File: config.mk
export PLATFORM = sky130hd
export DESIGN_NAME = rsp_ctrl
export DESIGN_NICKNAME = d
export VERILOG_FILES = /design/src/rsp_sect.sv /design/src/rsp_ctrl.sv
export SDC_FILE = /design/constraint.sdc
export NUM_CORES = 1
export LEC_CHECK = 0
export BUFFER_PORTS_ARGS = -buffer_cell sky130_fd_sc_hd__buf_2
export CAP_MARGIN = 20
export CORE_MARGIN = 3
export CORE_UTILIZATION = 38
export CTS_CLUSTER_SIZE = 25
export DETAILED_ROUTE_END_ITERATION = 8
export PLACE_DENSITY = 0.83
export SETUP_SLACK_MARGIN = 0.15
export SLEW_MARGIN = 20
export SYNTH_ARGS = -nofsm -noshare
export SYNTH_HDL_FRONTEND = slang
export SYNTH_HIERARCHICAL = 1
export SYNTH_SLANG_ARGS = --single-unit
File: constraint.sdc
create_clock -name clk_i -period 7.15 [get_ports clk_i]
set_input_delay 1.0725 -clock clk_i [delete_from_list [all_inputs] [get_ports clk_i]]
set_output_delay 1.0725 -clock clk_i [all_outputs]
set_load 0.1 [all_outputs]
File: src/rsp_sect.sv
package rsp_pkg;
  // Flash word address width and the fixed stalling-section size in words.
  localparam int ADDR_W = 17;
  localparam logic [16:0] FLASH_TOP = 17'h1ffff;
  localparam logic [16:0] STALL_WORDS = 17'h01000;
  // Boot-loader section sizes in words, chosen by the boot size fuse.
  localparam logic [16:0] BOOT_WORDS_0 = 17'h01000;
  localparam logic [16:0] BOOT_WORDS_1 = 17'h00800;
  localparam logic [16:0] BOOT_WORDS_2 = 17'h00400;
  localparam logic [16:0] BOOT_WORDS_3 = 17'h00200;
  // Wishbone register offsets.
  localparam logic [7:0] OFS_CTRL = 8'h00;
  localparam logic [7:0] OFS_STAT = 8'h04;
  localparam logic [7:0] OFS_MASK = 8'h08;
  localparam logic [7:0] OFS_ADDR = 8'h0c;
  // Control register fields.
  localparam int CTRL_BUSY_BIT = 0;
  localparam int CTRL_OP_BIT = 1;
  localparam int CTRL_HALT_BIT = 2;
  localparam int CTRL_CLR_BIT = 4;
  // Status and mask fields.
  localparam int EV_W = 3;
  localparam int EV_DONE = 0;
  localparam int EV_REFUSE = 1;
  localparam int EV_FETCH = 2;
  localparam logic [2:0] EV_RESET = 3'h0;
  localparam logic [2:0] MASK_RESET = 3'h0;
  // Store operation codes.
  localparam logic OP_ERASE = 1'b0;
  localparam logic OP_WRITE = 1'b1;
endpackage : rsp_pkg

module rsp_sect_decode (
  input wire logic [16:0] addr_i,
  input wire logic [1:0] boot_size_fuse_i,
  output logic boot_hit_o,
  output logic stall_hit_o
);
  function automatic logic [16:0] boot_start(input logic [1:0] sz);
    logic [16:0] words;
    case (sz)
      2'h0: words = rsp_pkg::BOOT_WORDS_0;
      2'h1: words = rsp_pkg::BOOT_WORDS_1;
      2'h2: words = rsp_pkg::BOOT_WORDS_2;
      default: words = rsp_pkg::BOOT_WORDS_3;
    endcase
    boot_start = rsp_pkg::FLASH_TOP - words + 17'h00001;
  endfunction : boot_start

  assign boot_hit_o = addr_i >= boot_start(boot_size_fuse_i);
  // boot inside stall section, since no boot size exceeds it.
  assign stall_hit_o =
    addr_i >= (rsp_pkg::FLASH_TOP - rsp_pkg::STALL_WORDS + 17'h00001);
endmodule : rsp_sect_decode

File: src/rsp_ctrl.sv
// Operation
// - Store instructions fetched from the application section are refused.
// - Programming starts only for store instructions fetched from boot.
// - Boot-issued stores may target any flash address, boot included.
// - Programming concurrent-read section never halts the CPU.
// - Programming the stalling section halts the CPU until completion.
// - Halt depends on target address section, not executing section.
// - Boot-loader section always lies inside the stalling section.
// - Busy flag reads one while concurrent-read section is blocked.
// - Concurrent-read code is unreadable during any boot programming.
// - Boot size fuse sets the application/boot boundary.
// - Separate lock sets guard application and boot sections.
//
// Design decisions made here: the placing of the registers and the Wishbone slave port.
module rsp_ctrl (
  input wire logic clk_i,
  input wire logic rst_i,
  input wire logic wb_cyc_i,
  input wire logic wb_stb_i,
  input wire logic wb_we_i,
  input wire logic [7:0] wb_adr_i,
  input wire logic [3:0] wb_sel_i,
  input wire logic [31:0] wb_dat_i,
  output logic [31:0] wb_dat_o,
  output logic wb_ack_o,
  input wire logic program_store_instr_i,
  input wire logic program_store_op_i,
  input wire logic [16:0] program_store_pc_i,
  input wire logic [16:0] program_store_addr_i,
  input wire logic [1:0] boot_size_fuse_i,
  input wire logic [1:0] app_lock_i,
  input wire logic [1:0] boot_lock_i,
  input wire logic fetch_valid_i,
  input wire logic [16:0] fetch_addr_i,
  output logic flash_start_o,
  output logic flash_op_o,
  output logic [16:0] flash_addr_o,
  input wire logic flash_done_i,
  output logic cpu_halt_o,
  output logic rww_block_o,
  output logic irq_o
);
  typedef enum logic [0:0] {
    RSP_IDLE = 1'b0,
    RSP_BUSY = 1'b1
  } rsp_state_e;

  rsp_state_e state;
  logic rww_busy_flag;
  logic tgt_stall;
  logic [2:0] ev_stat;
  logic [2:0] ev_mask;
  logic [2:0] next_ev;
  logic pc_boot;
  logic tgt_boot;
  logic tgt_stall_hit;
  logic fetch_stall;
  logic lock_ok;
  logic accept;
  logic refuse;
  logic wb_req;
  logic wr_ctrl;
  logic clr_req;
  logic rd_stat;

  rsp_sect_decode u_pc_dec (
    .addr_i(program_store_pc_i),
    .boot_size_fuse_i(boot_size_fuse_i),
    .boot_hit_o(pc_boot),
    .stall_hit_o()
  );

  rsp_sect_decode u_tgt_dec (
    .addr_i(program_store_addr_i),
    .boot_size_fuse_i(boot_size_fuse_i),
    .boot_hit_o(tgt_boot),
    .stall_hit_o(tgt_stall_hit)
  );

  rsp_sect_decode u_fetch_dec (
    .addr_i(fetch_addr_i),
    .boot_size_fuse_i(boot_size_fuse_i),
    .boot_hit_o(),
    .stall_hit_o(fetch_stall)
  );

  // independent lock sets.
  // Lock bit 0 low means stores may not write that section.
  assign lock_ok = tgt_boot ? boot_lock_i[0] : app_lock_i[0];

  assign accept = program_store_instr_i && pc_boot && lock_ok &&
    (state == RSP_IDLE);
  assign refuse = program_store_instr_i && !accept;

  assign wb_req = wb_cyc_i && wb_stb_i && !wb_ack_o;
  assign wr_ctrl = wb_req && wb_we_i && (wb_adr_i == rsp_pkg::OFS_CTRL) &&
    wb_sel_i[0];
  assign clr_req = wr_ctrl && wb_dat_i[rsp_pkg::CTRL_CLR_BIT];
  assign rd_stat = wb_req && !wb_we_i && (wb_adr_i == rsp_pkg::OFS_STAT);

  // Sequencer: one operation at a time, the flash engine reports done.
  always_ff @(posedge clk_i) begin
    if (rst_i) begin
      state <= RSP_IDLE;
      tgt_stall <= 1'b0;
      cpu_halt_o <= 1'b0;
      flash_start_o <= 1'b0;
      flash_op_o <= rsp_pkg::OP_ERASE;
      flash_addr_o <= 17'h00000;
    end else begin
      flash_start_o <= 1'b0;
      case (state)
        RSP_IDLE: begin
          if (accept) begin
            state <= RSP_BUSY;
            flash_start_o <= 1'b1;
            flash_op_o <= program_store_op_i;
            flash_addr_o <= program_store_addr_i;
            tgt_stall <= tgt_stall_hit;
            cpu_halt_o <= tgt_stall_hit;
          end
        end
        RSP_BUSY: begin
          if (flash_done_i) begin
            state <= RSP_IDLE;
            cpu_halt_o <= 1'b0;
          end
        end
        default: begin
          state <= RSP_IDLE;
          cpu_halt_o <= 1'b0;
        end
      endcase
    end
  end

  // The flag also covers stall-section work, so concurrent-read code stays
  // unreadable for every boot operation, even after a halt ends.
  always_ff @(posedge clk_i) begin
    if (rst_i) begin
      rww_busy_flag <= 1'b0;
    end else if (accept) begin
      rww_busy_flag <= 1'b1;
    end else if (clr_req && state == RSP_IDLE) begin
      rww_busy_flag <= 1'b0;
    end
  end

  function automatic logic next_block(input logic acc, input logic flag,
                                      input logic clr, input rsp_state_e st);
    next_block = acc || (flag && !(clr && st == RSP_IDLE));
  endfunction : next_block

  always_ff @(posedge clk_i) begin
    if (rst_i) begin
      rww_block_o <= 1'b0;
    end else begin
      rww_block_o <= next_block(accept, rww_busy_flag, clr_req, state);
    end
  end

  // Events: set wins over the read that clears.
  always_comb begin
    next_ev = ev_stat;
    if (rd_stat) begin
      next_ev = rsp_pkg::EV_RESET;
    end
    if (state == RSP_BUSY && flash_done_i) begin
      next_ev[rsp_pkg::EV_DONE] = 1'b1;
    end
    if (refuse) begin
      next_ev[rsp_pkg::EV_REFUSE] = 1'b1;
    end
    // a fetch from the blocked section is reported, not prevented.
    if (fetch_valid_i && rww_busy_flag && !fetch_stall) begin
      next_ev[rsp_pkg::EV_FETCH] = 1'b1;
    end
  end

  always_ff @(posedge clk_i) begin
    if (rst_i) begin
      ev_stat <= rsp_pkg::EV_RESET;
    end else begin
      ev_stat <= next_ev;
    end
  end

  always_ff @(posedge clk_i) begin
    if (rst_i) begin
      ev_mask <= rsp_pkg::MASK_RESET;
    end else if (wb_req && wb_we_i && wb_adr_i == rsp_pkg::OFS_MASK &&
                 wb_sel_i[0]) begin
      ev_mask <= wb_dat_i[rsp_pkg::EV_W-1:0];
    end
  end

  // The interrupt follows the next status value, so it rises together with
  // the status bit that causes it rather than one cycle later.
  always_ff @(posedge clk_i) begin
    if (rst_i) begin
      irq_o <= 1'b0;
    end else begin
      irq_o <= |(next_ev & ev_mask);
    end
  end

  // Wishbone slave: ack one cycle after the request, unmapped reads zero.
  always_ff @(posedge clk_i) begin
    if (rst_i) begin
      wb_ack_o <= 1'b0;
      wb_dat_o <= 32'h00000000;
    end else begin
      wb_ack_o <= wb_req;
      wb_dat_o <= 32'h00000000;
      if (wb_req && !wb_we_i) begin
        case (wb_adr_i)
          rsp_pkg::OFS_CTRL: begin
            wb_dat_o[rsp_pkg::CTRL_BUSY_BIT] <= rww_busy_flag;
            wb_dat_o[rsp_pkg::CTRL_OP_BIT] <= (state == RSP_BUSY);
            wb_dat_o[rsp_pkg::CTRL_HALT_BIT] <= cpu_halt_o;
          end
          rsp_pkg::OFS_STAT: wb_dat_o[rsp_pkg::EV_W-1:0] <= ev_stat;
          rsp_pkg::OFS_MASK: wb_dat_o[rsp_pkg::EV_W-1:0] <= ev_mask;
          rsp_pkg::OFS_ADDR: wb_dat_o[16:0] <= flash_addr_o;
          default: wb_dat_o <= 32'h00000000;
        endcase
      end
    end
  end
endmodule : rsp_ctrl

== After elaboration in Yosys (flattened, before gate mapping) ==
Cells that the tools add are included.
Word-level totals
  flip-flop bits (word level): 63
  input bits: 110
  output and inout port bits: 55
  logic and storage cells: 80
Operators by class
  add/sub/neg operators: 2
  $lt $le $gt $ge: 4
  equal/unequal tests: 7
  multiplexer cells: 15
  bitwise operators: 4
  reductions and logical operators: 34
Operators with widths (number)
  one-hot mux 13 bit (3 select lines): 1
  >= comparator 17 bit: 2
  >= comparator 17 bit, second input constant: 2
  logical AND 1 bit: 19
  adder 17 x 1 -> 17 bit, second input constant: 1
  == test 8 x 4 -> 1 bit, second input constant: 2
  subtractor 1 x 14 -> 15 bit, first input constant: 1
  one-hot mux 3 bit (4 select lines): 1
  two-way mux 1 bit: 10
  == test 8 x 3 -> 1 bit, second input constant: 1
  zero test 8 bit: 1
  OR reduction 3 bit: 2
  zero test 1 bit: 5
  != test 2 bit, second input constant: 2
  one-hot mux 1 bit (2 select lines): 2
  AND reduction 2 bit: 2
  OR reduction 2 bit: 2
  bitwise AND 3 bit: 1
  two-way mux 3 bit: 1
  inverter 1 bit: 3
  == test 2 x 1 -> 1 bit, second input constant: 1
  == test 2 bit, second input constant: 1
  zero test 2 bit: 1
  nonzero test 2 bit: 1
  logical OR 1 bit: 1

== Logic depth before layout (Yosys ltp) ==
  depth after elaboration: 13
  mapped depth: 13
  gate-level depth less buffers: 12

== Cells and area by module ==
The synthesis kept the hierarchy.
By module, submodules not included
  rsp_ctrl: times used 1, cells an instance 188, area an instance 1953.1 um2, seq. area each 960.9 um2
  rsp_sect_decode: times used 3, cells an instance 34, area an instance 256.5 um2, seq. area each 0.0 um2

== Worst setup path after synthesis ==
No wires, ideal clock.
  kind: in2reg
  start: input port boot_size_fuse_i[1]
  end: register flash_addr_o[0]
  library setup time: 0.128 ns
  data arrival time: 3.470 ns
  required time: 7.022 ns
  slack: 3.553 ns
  cell stages on the path: 12
  path buffers: 1
  cells stage by stage: or2_2 > ha_1 > inv_1 > ha_1 > a31oi_1 > a21oi_1 > a311o_1 > mux2_2 > nand4b_1 > buf_2 > mux2i_1 > nor2_1
Between the ends
  longest elaborated chain between the ends: 9
  elaborated cells between the ends (all ways): 13
  classes of those cells: 2 x add/sub; 2 x order compare; 2 x eq/ne; 2 x mux; 5 x reduce/logical
RTL lines
  start: declaration: RTL line rsp_ctrl.sv:30  | input wire logic [1:0] boot_size_fuse_i,
  == test 2 bit, or another cell as far along
  one-hot mux 13 bit (3 select lines) (*): RTL line rsp_sect.sv:41  | case (sz)
  subtractor 1 x 14 -> 15 bit (*)
  adder 17 x 1 -> 17 bit (*): RTL line rsp_sect.sv:47  | boot_start = rsp_pkg::FLASH_TOP - words + 17'h00001;
  >= comparator 17 bit (*): RTL line rsp_sect.sv:50  | assign boot_hit_o = addr_i >= boot_start(boot_size_fuse_i);
  named net tgt_boot: RTL line rsp_ctrl.sv:55  | logic tgt_boot;
  two-way mux 1 bit (*): RTL line rsp_ctrl.sv:89  | assign lock_ok = tgt_boot ? boot_lock_i[0] : app_lock_i[0];
  logical AND 1 bit (*) (2 in a row): RTL line rsp_ctrl.sv:91  | assign accept = program_store_instr_i && pc_boot && lock_ok &&
  AND reduction 2 bit (no line) (*)
  end signal: assignment: RTL line rsp_ctrl.sv:118  | flash_addr_o <= program_store_addr_i;
  end: declaration: RTL line rsp_ctrl.sv:37  | output logic [16:0] flash_addr_o,
Mark *: on every way through the listed nets, which the timed path passes. The rest lies on a longest branch.
A chain may end at the register's enable or synchronous reset.

== Worst setup path after layout ==
  start: input port boot_size_fuse_i[1]
  end: register cpu_halt_o
Between the ends
  longest elaborated chain between the ends: 10
  elaborated cells between the ends (all ways): 14
  classes of those cells: 2 x add/sub; 2 x order compare; 3 x eq/ne; 2 x mux; 5 x reduce/logical
RTL lines
  == test 2 bit, or another cell as far along
  one-hot mux 13 bit (3 select lines) (*): RTL line rsp_sect.sv:41
  subtractor 1 x 14 -> 15 bit (*)
  adder 17 x 1 -> 17 bit (*): RTL line rsp_sect.sv:47
  >= comparator 17 bit (*): RTL line rsp_sect.sv:50
  named net tgt_boot: RTL line rsp_ctrl.sv:55
  two-way mux 1 bit (*): RTL line rsp_ctrl.sv:89
  logical AND 1 bit (*) (2 in a row): RTL line rsp_ctrl.sv:91
  != test 2 bit (no line) (*)
  AND reduction 2 bit (no line) (*)
  end signal: assignment: RTL line rsp_ctrl.sv:120  | cpu_halt_o <= tgt_stall_hit;
  end: declaration: RTL line rsp_ctrl.sv:39  | output logic cpu_halt_o,
Marks and branches as above.

==> flow_summary.yaml <==
sta:
  max_freq_ghz: 0.244
  hold_ws_ps: 489
  rsz0062_at_grt: "false"
  tightest_slew_ps: 618
  drv_slew: 0
  setup_viol: 0
  finalCriticalPeriod_ps: 4100
  slew_headroom_pct: 58.2
  post-route-period-util_pct: 57.3
  finalHoldViolCount: 0
  finClkSkew_ps: 5.35
  fin_tns_setup_ps: 0
min_path:
  whs_endpoint: "ev_stat[0]"
  hp-class: "reg -> reg"
  holdPathStages: 2
  hold_start: "ev_stat[0]"
clock_network:
  cts_max_path_buffers: 2
  tritoncts: "built"
  cts_buffers: 5
  postCtsHoldBufs: 0
  cts.sinks: 48
  clk_pin_slew_ps: 90
  htreeDepth: 2
  cts.repair.resized: 0
  insertion_delay_ps: 290
  root_buffer: "clkbuf_8"
  cts_setup_buffers: 0
global_route:
  grt_overflow_total: 0
  antenna_found_initial: 0
  grt_max_degree: 34
  grt_pass1_vias: 2215
  gr-usage-all-layers_pct: 16.4
  grt_pass1_wl_microns: 9920
power:
  powerDensity_mw_per_mm2: 196
  switching_share_pct: 31.5
  leakagePower_nw: 1.62
  pwr-share-seq_pct: 45.7
  p_clk_share_pct: 31.5
  power.switching_mw: 0.190
  p_int_mw: 0.414
  peakVddDrop_mv: 0.121
  p_comb_share_pct: 22.8
critical_path:
  start_kind: "input port"
  critPathKind: "in -> reg"
  worst-path-max-fanout: 17
  rrSetupSlack_ps: 5290
  cp.required_ps: 7370
  r2r_start: "state"
  end_kind: "flip-flop"
  r2r_cells: 4
  timing.rr.end: "cpu_halt_o"
  arrival_ps: 4320
floorplan:
  core_sq_mm: 0.00610
  die_h_microns: 86.7
  start_util_pct: 40.6
  die_area_sq_mm: 0.00751
  pin_count: 165
  num_rows: 28
  die_x_microns: 86.7
routing:
  num_vias: 2202
  via_per_inst: 5.05
  drt_pass1_iterations: 4
  drt-total-wl_microns: 5910
  post-route-drc-count: 0
  ant_nets: 0
  first_iter_violations: 61
  post_drt_wl_per_cell_microns: 13.6
finish:
  syn2layout_area_growth_pct: 24.9
  num_antenna_cells: 0
  nets: 486
  stdcell_area_sq_mm: 0.00309
  drive_above_1_share_pct: 39.9
  fin_util_pct: 50.7
place:
  place_area_sq_mm: 0.00298
  dp_hpwl_microns: 4820
  port_buffers: 104
  globalplace.congestion: 0.843
logic_synthesis:
  synth.avg_cell_area_sq_um: 9.62
  synth_area_sq_mm: 0.00247
  synth_warnings: 6
  netlist_instances: 257
outcome:
  outcome: "finished, final reports clean"
job:
  cap_violations: 0
worst max-delay path, stage by stage:
cell and delay [ps]:
buf_2 190, nand2_1 100, ha_1 280, inv_1 40, ha_1 290, and3_1 180
o21ai_0 160, a21oi_1 110, a311o_1 290, mux2_2 260, nand4b_1 480, buf_4 440
or2_2 300, a21oi_1 110
flip-flops by register name, indices dropped and copies added, names as in the netlist, 3 cells and up:
name and flops:
flash_addr_o 17, wb_dat_o 17, ev_mask 3, ev_stat 3
cell type report:
type,instances,area [sq um]
well taps,75,93.8
repair buffers,105,528
multi-input cells,190,1360
fillers,586,3010
clock buffers,6,72.6
flip-flops and latches,48,961
inverters,10,37.5
clock inverters,2,35.0
cells in the final DEF, fill, tap and decap left out, types with 9 or more instances in the layout:
cell	instances
nor2_1	27
dfxtp_1	48
mux2i_1	18
inv_1	10
and2_2	12
ha_1	16
o21ai_0	9
a21oi_1	11
conb_1	17
buf_2	104
power groups by stage:
stage	Combinational (mW)	Sequential [mW]	Clock (mW)
2_1_floorplan	0.0816	0.309	0
3_3_place_gp	0.134	0.282	0
3_5_place_dp	0.138	0.282	0
4_1_cts	0.138	0.276	0.197
5_1_grt	0.149	0.277	0.209
6_report	0.138	0.276	0.190
layer usage:
metal	GRT usage, %	vias to the layer above	routed length, microns
met3	3.71	7	456
met4	5.10	0	65
met2	28.9	89	2900
met5	0	-	0
li1	-	1089	-
met1	19.9	1017	2490
worst max path at each step:
stage                              from              end  slack (ps)
detailed placement  boot_size_fuse_i[1]       cpu_halt_o        2740
CTS                 boot_size_fuse_i[1]       cpu_halt_o        3020
global route        boot_size_fuse_i[1]       cpu_halt_o        2800
global placement    boot_size_fuse_i[1]       cpu_halt_o        2750
finish              boot_size_fuse_i[1]       cpu_halt_o        3050
floorplan           boot_size_fuse_i[1]  flash_addr_o[0]        3550
stage by stage:
step / total power, mW / worst slack [ps] / instances
6_report: 0.604 / 3050 / 436
5_1_grt: 0.635 / 2800 / 436
4_1_cts: 0.610 / 3020 / 436
3_5_place_dp: 0.420 / 2740 / 428
3_3_place_gp: 0.416 / 2750 / 428
2_1_floorplan: 0.390 / 3550 / 271
Power figures use the tool's default switching activity.
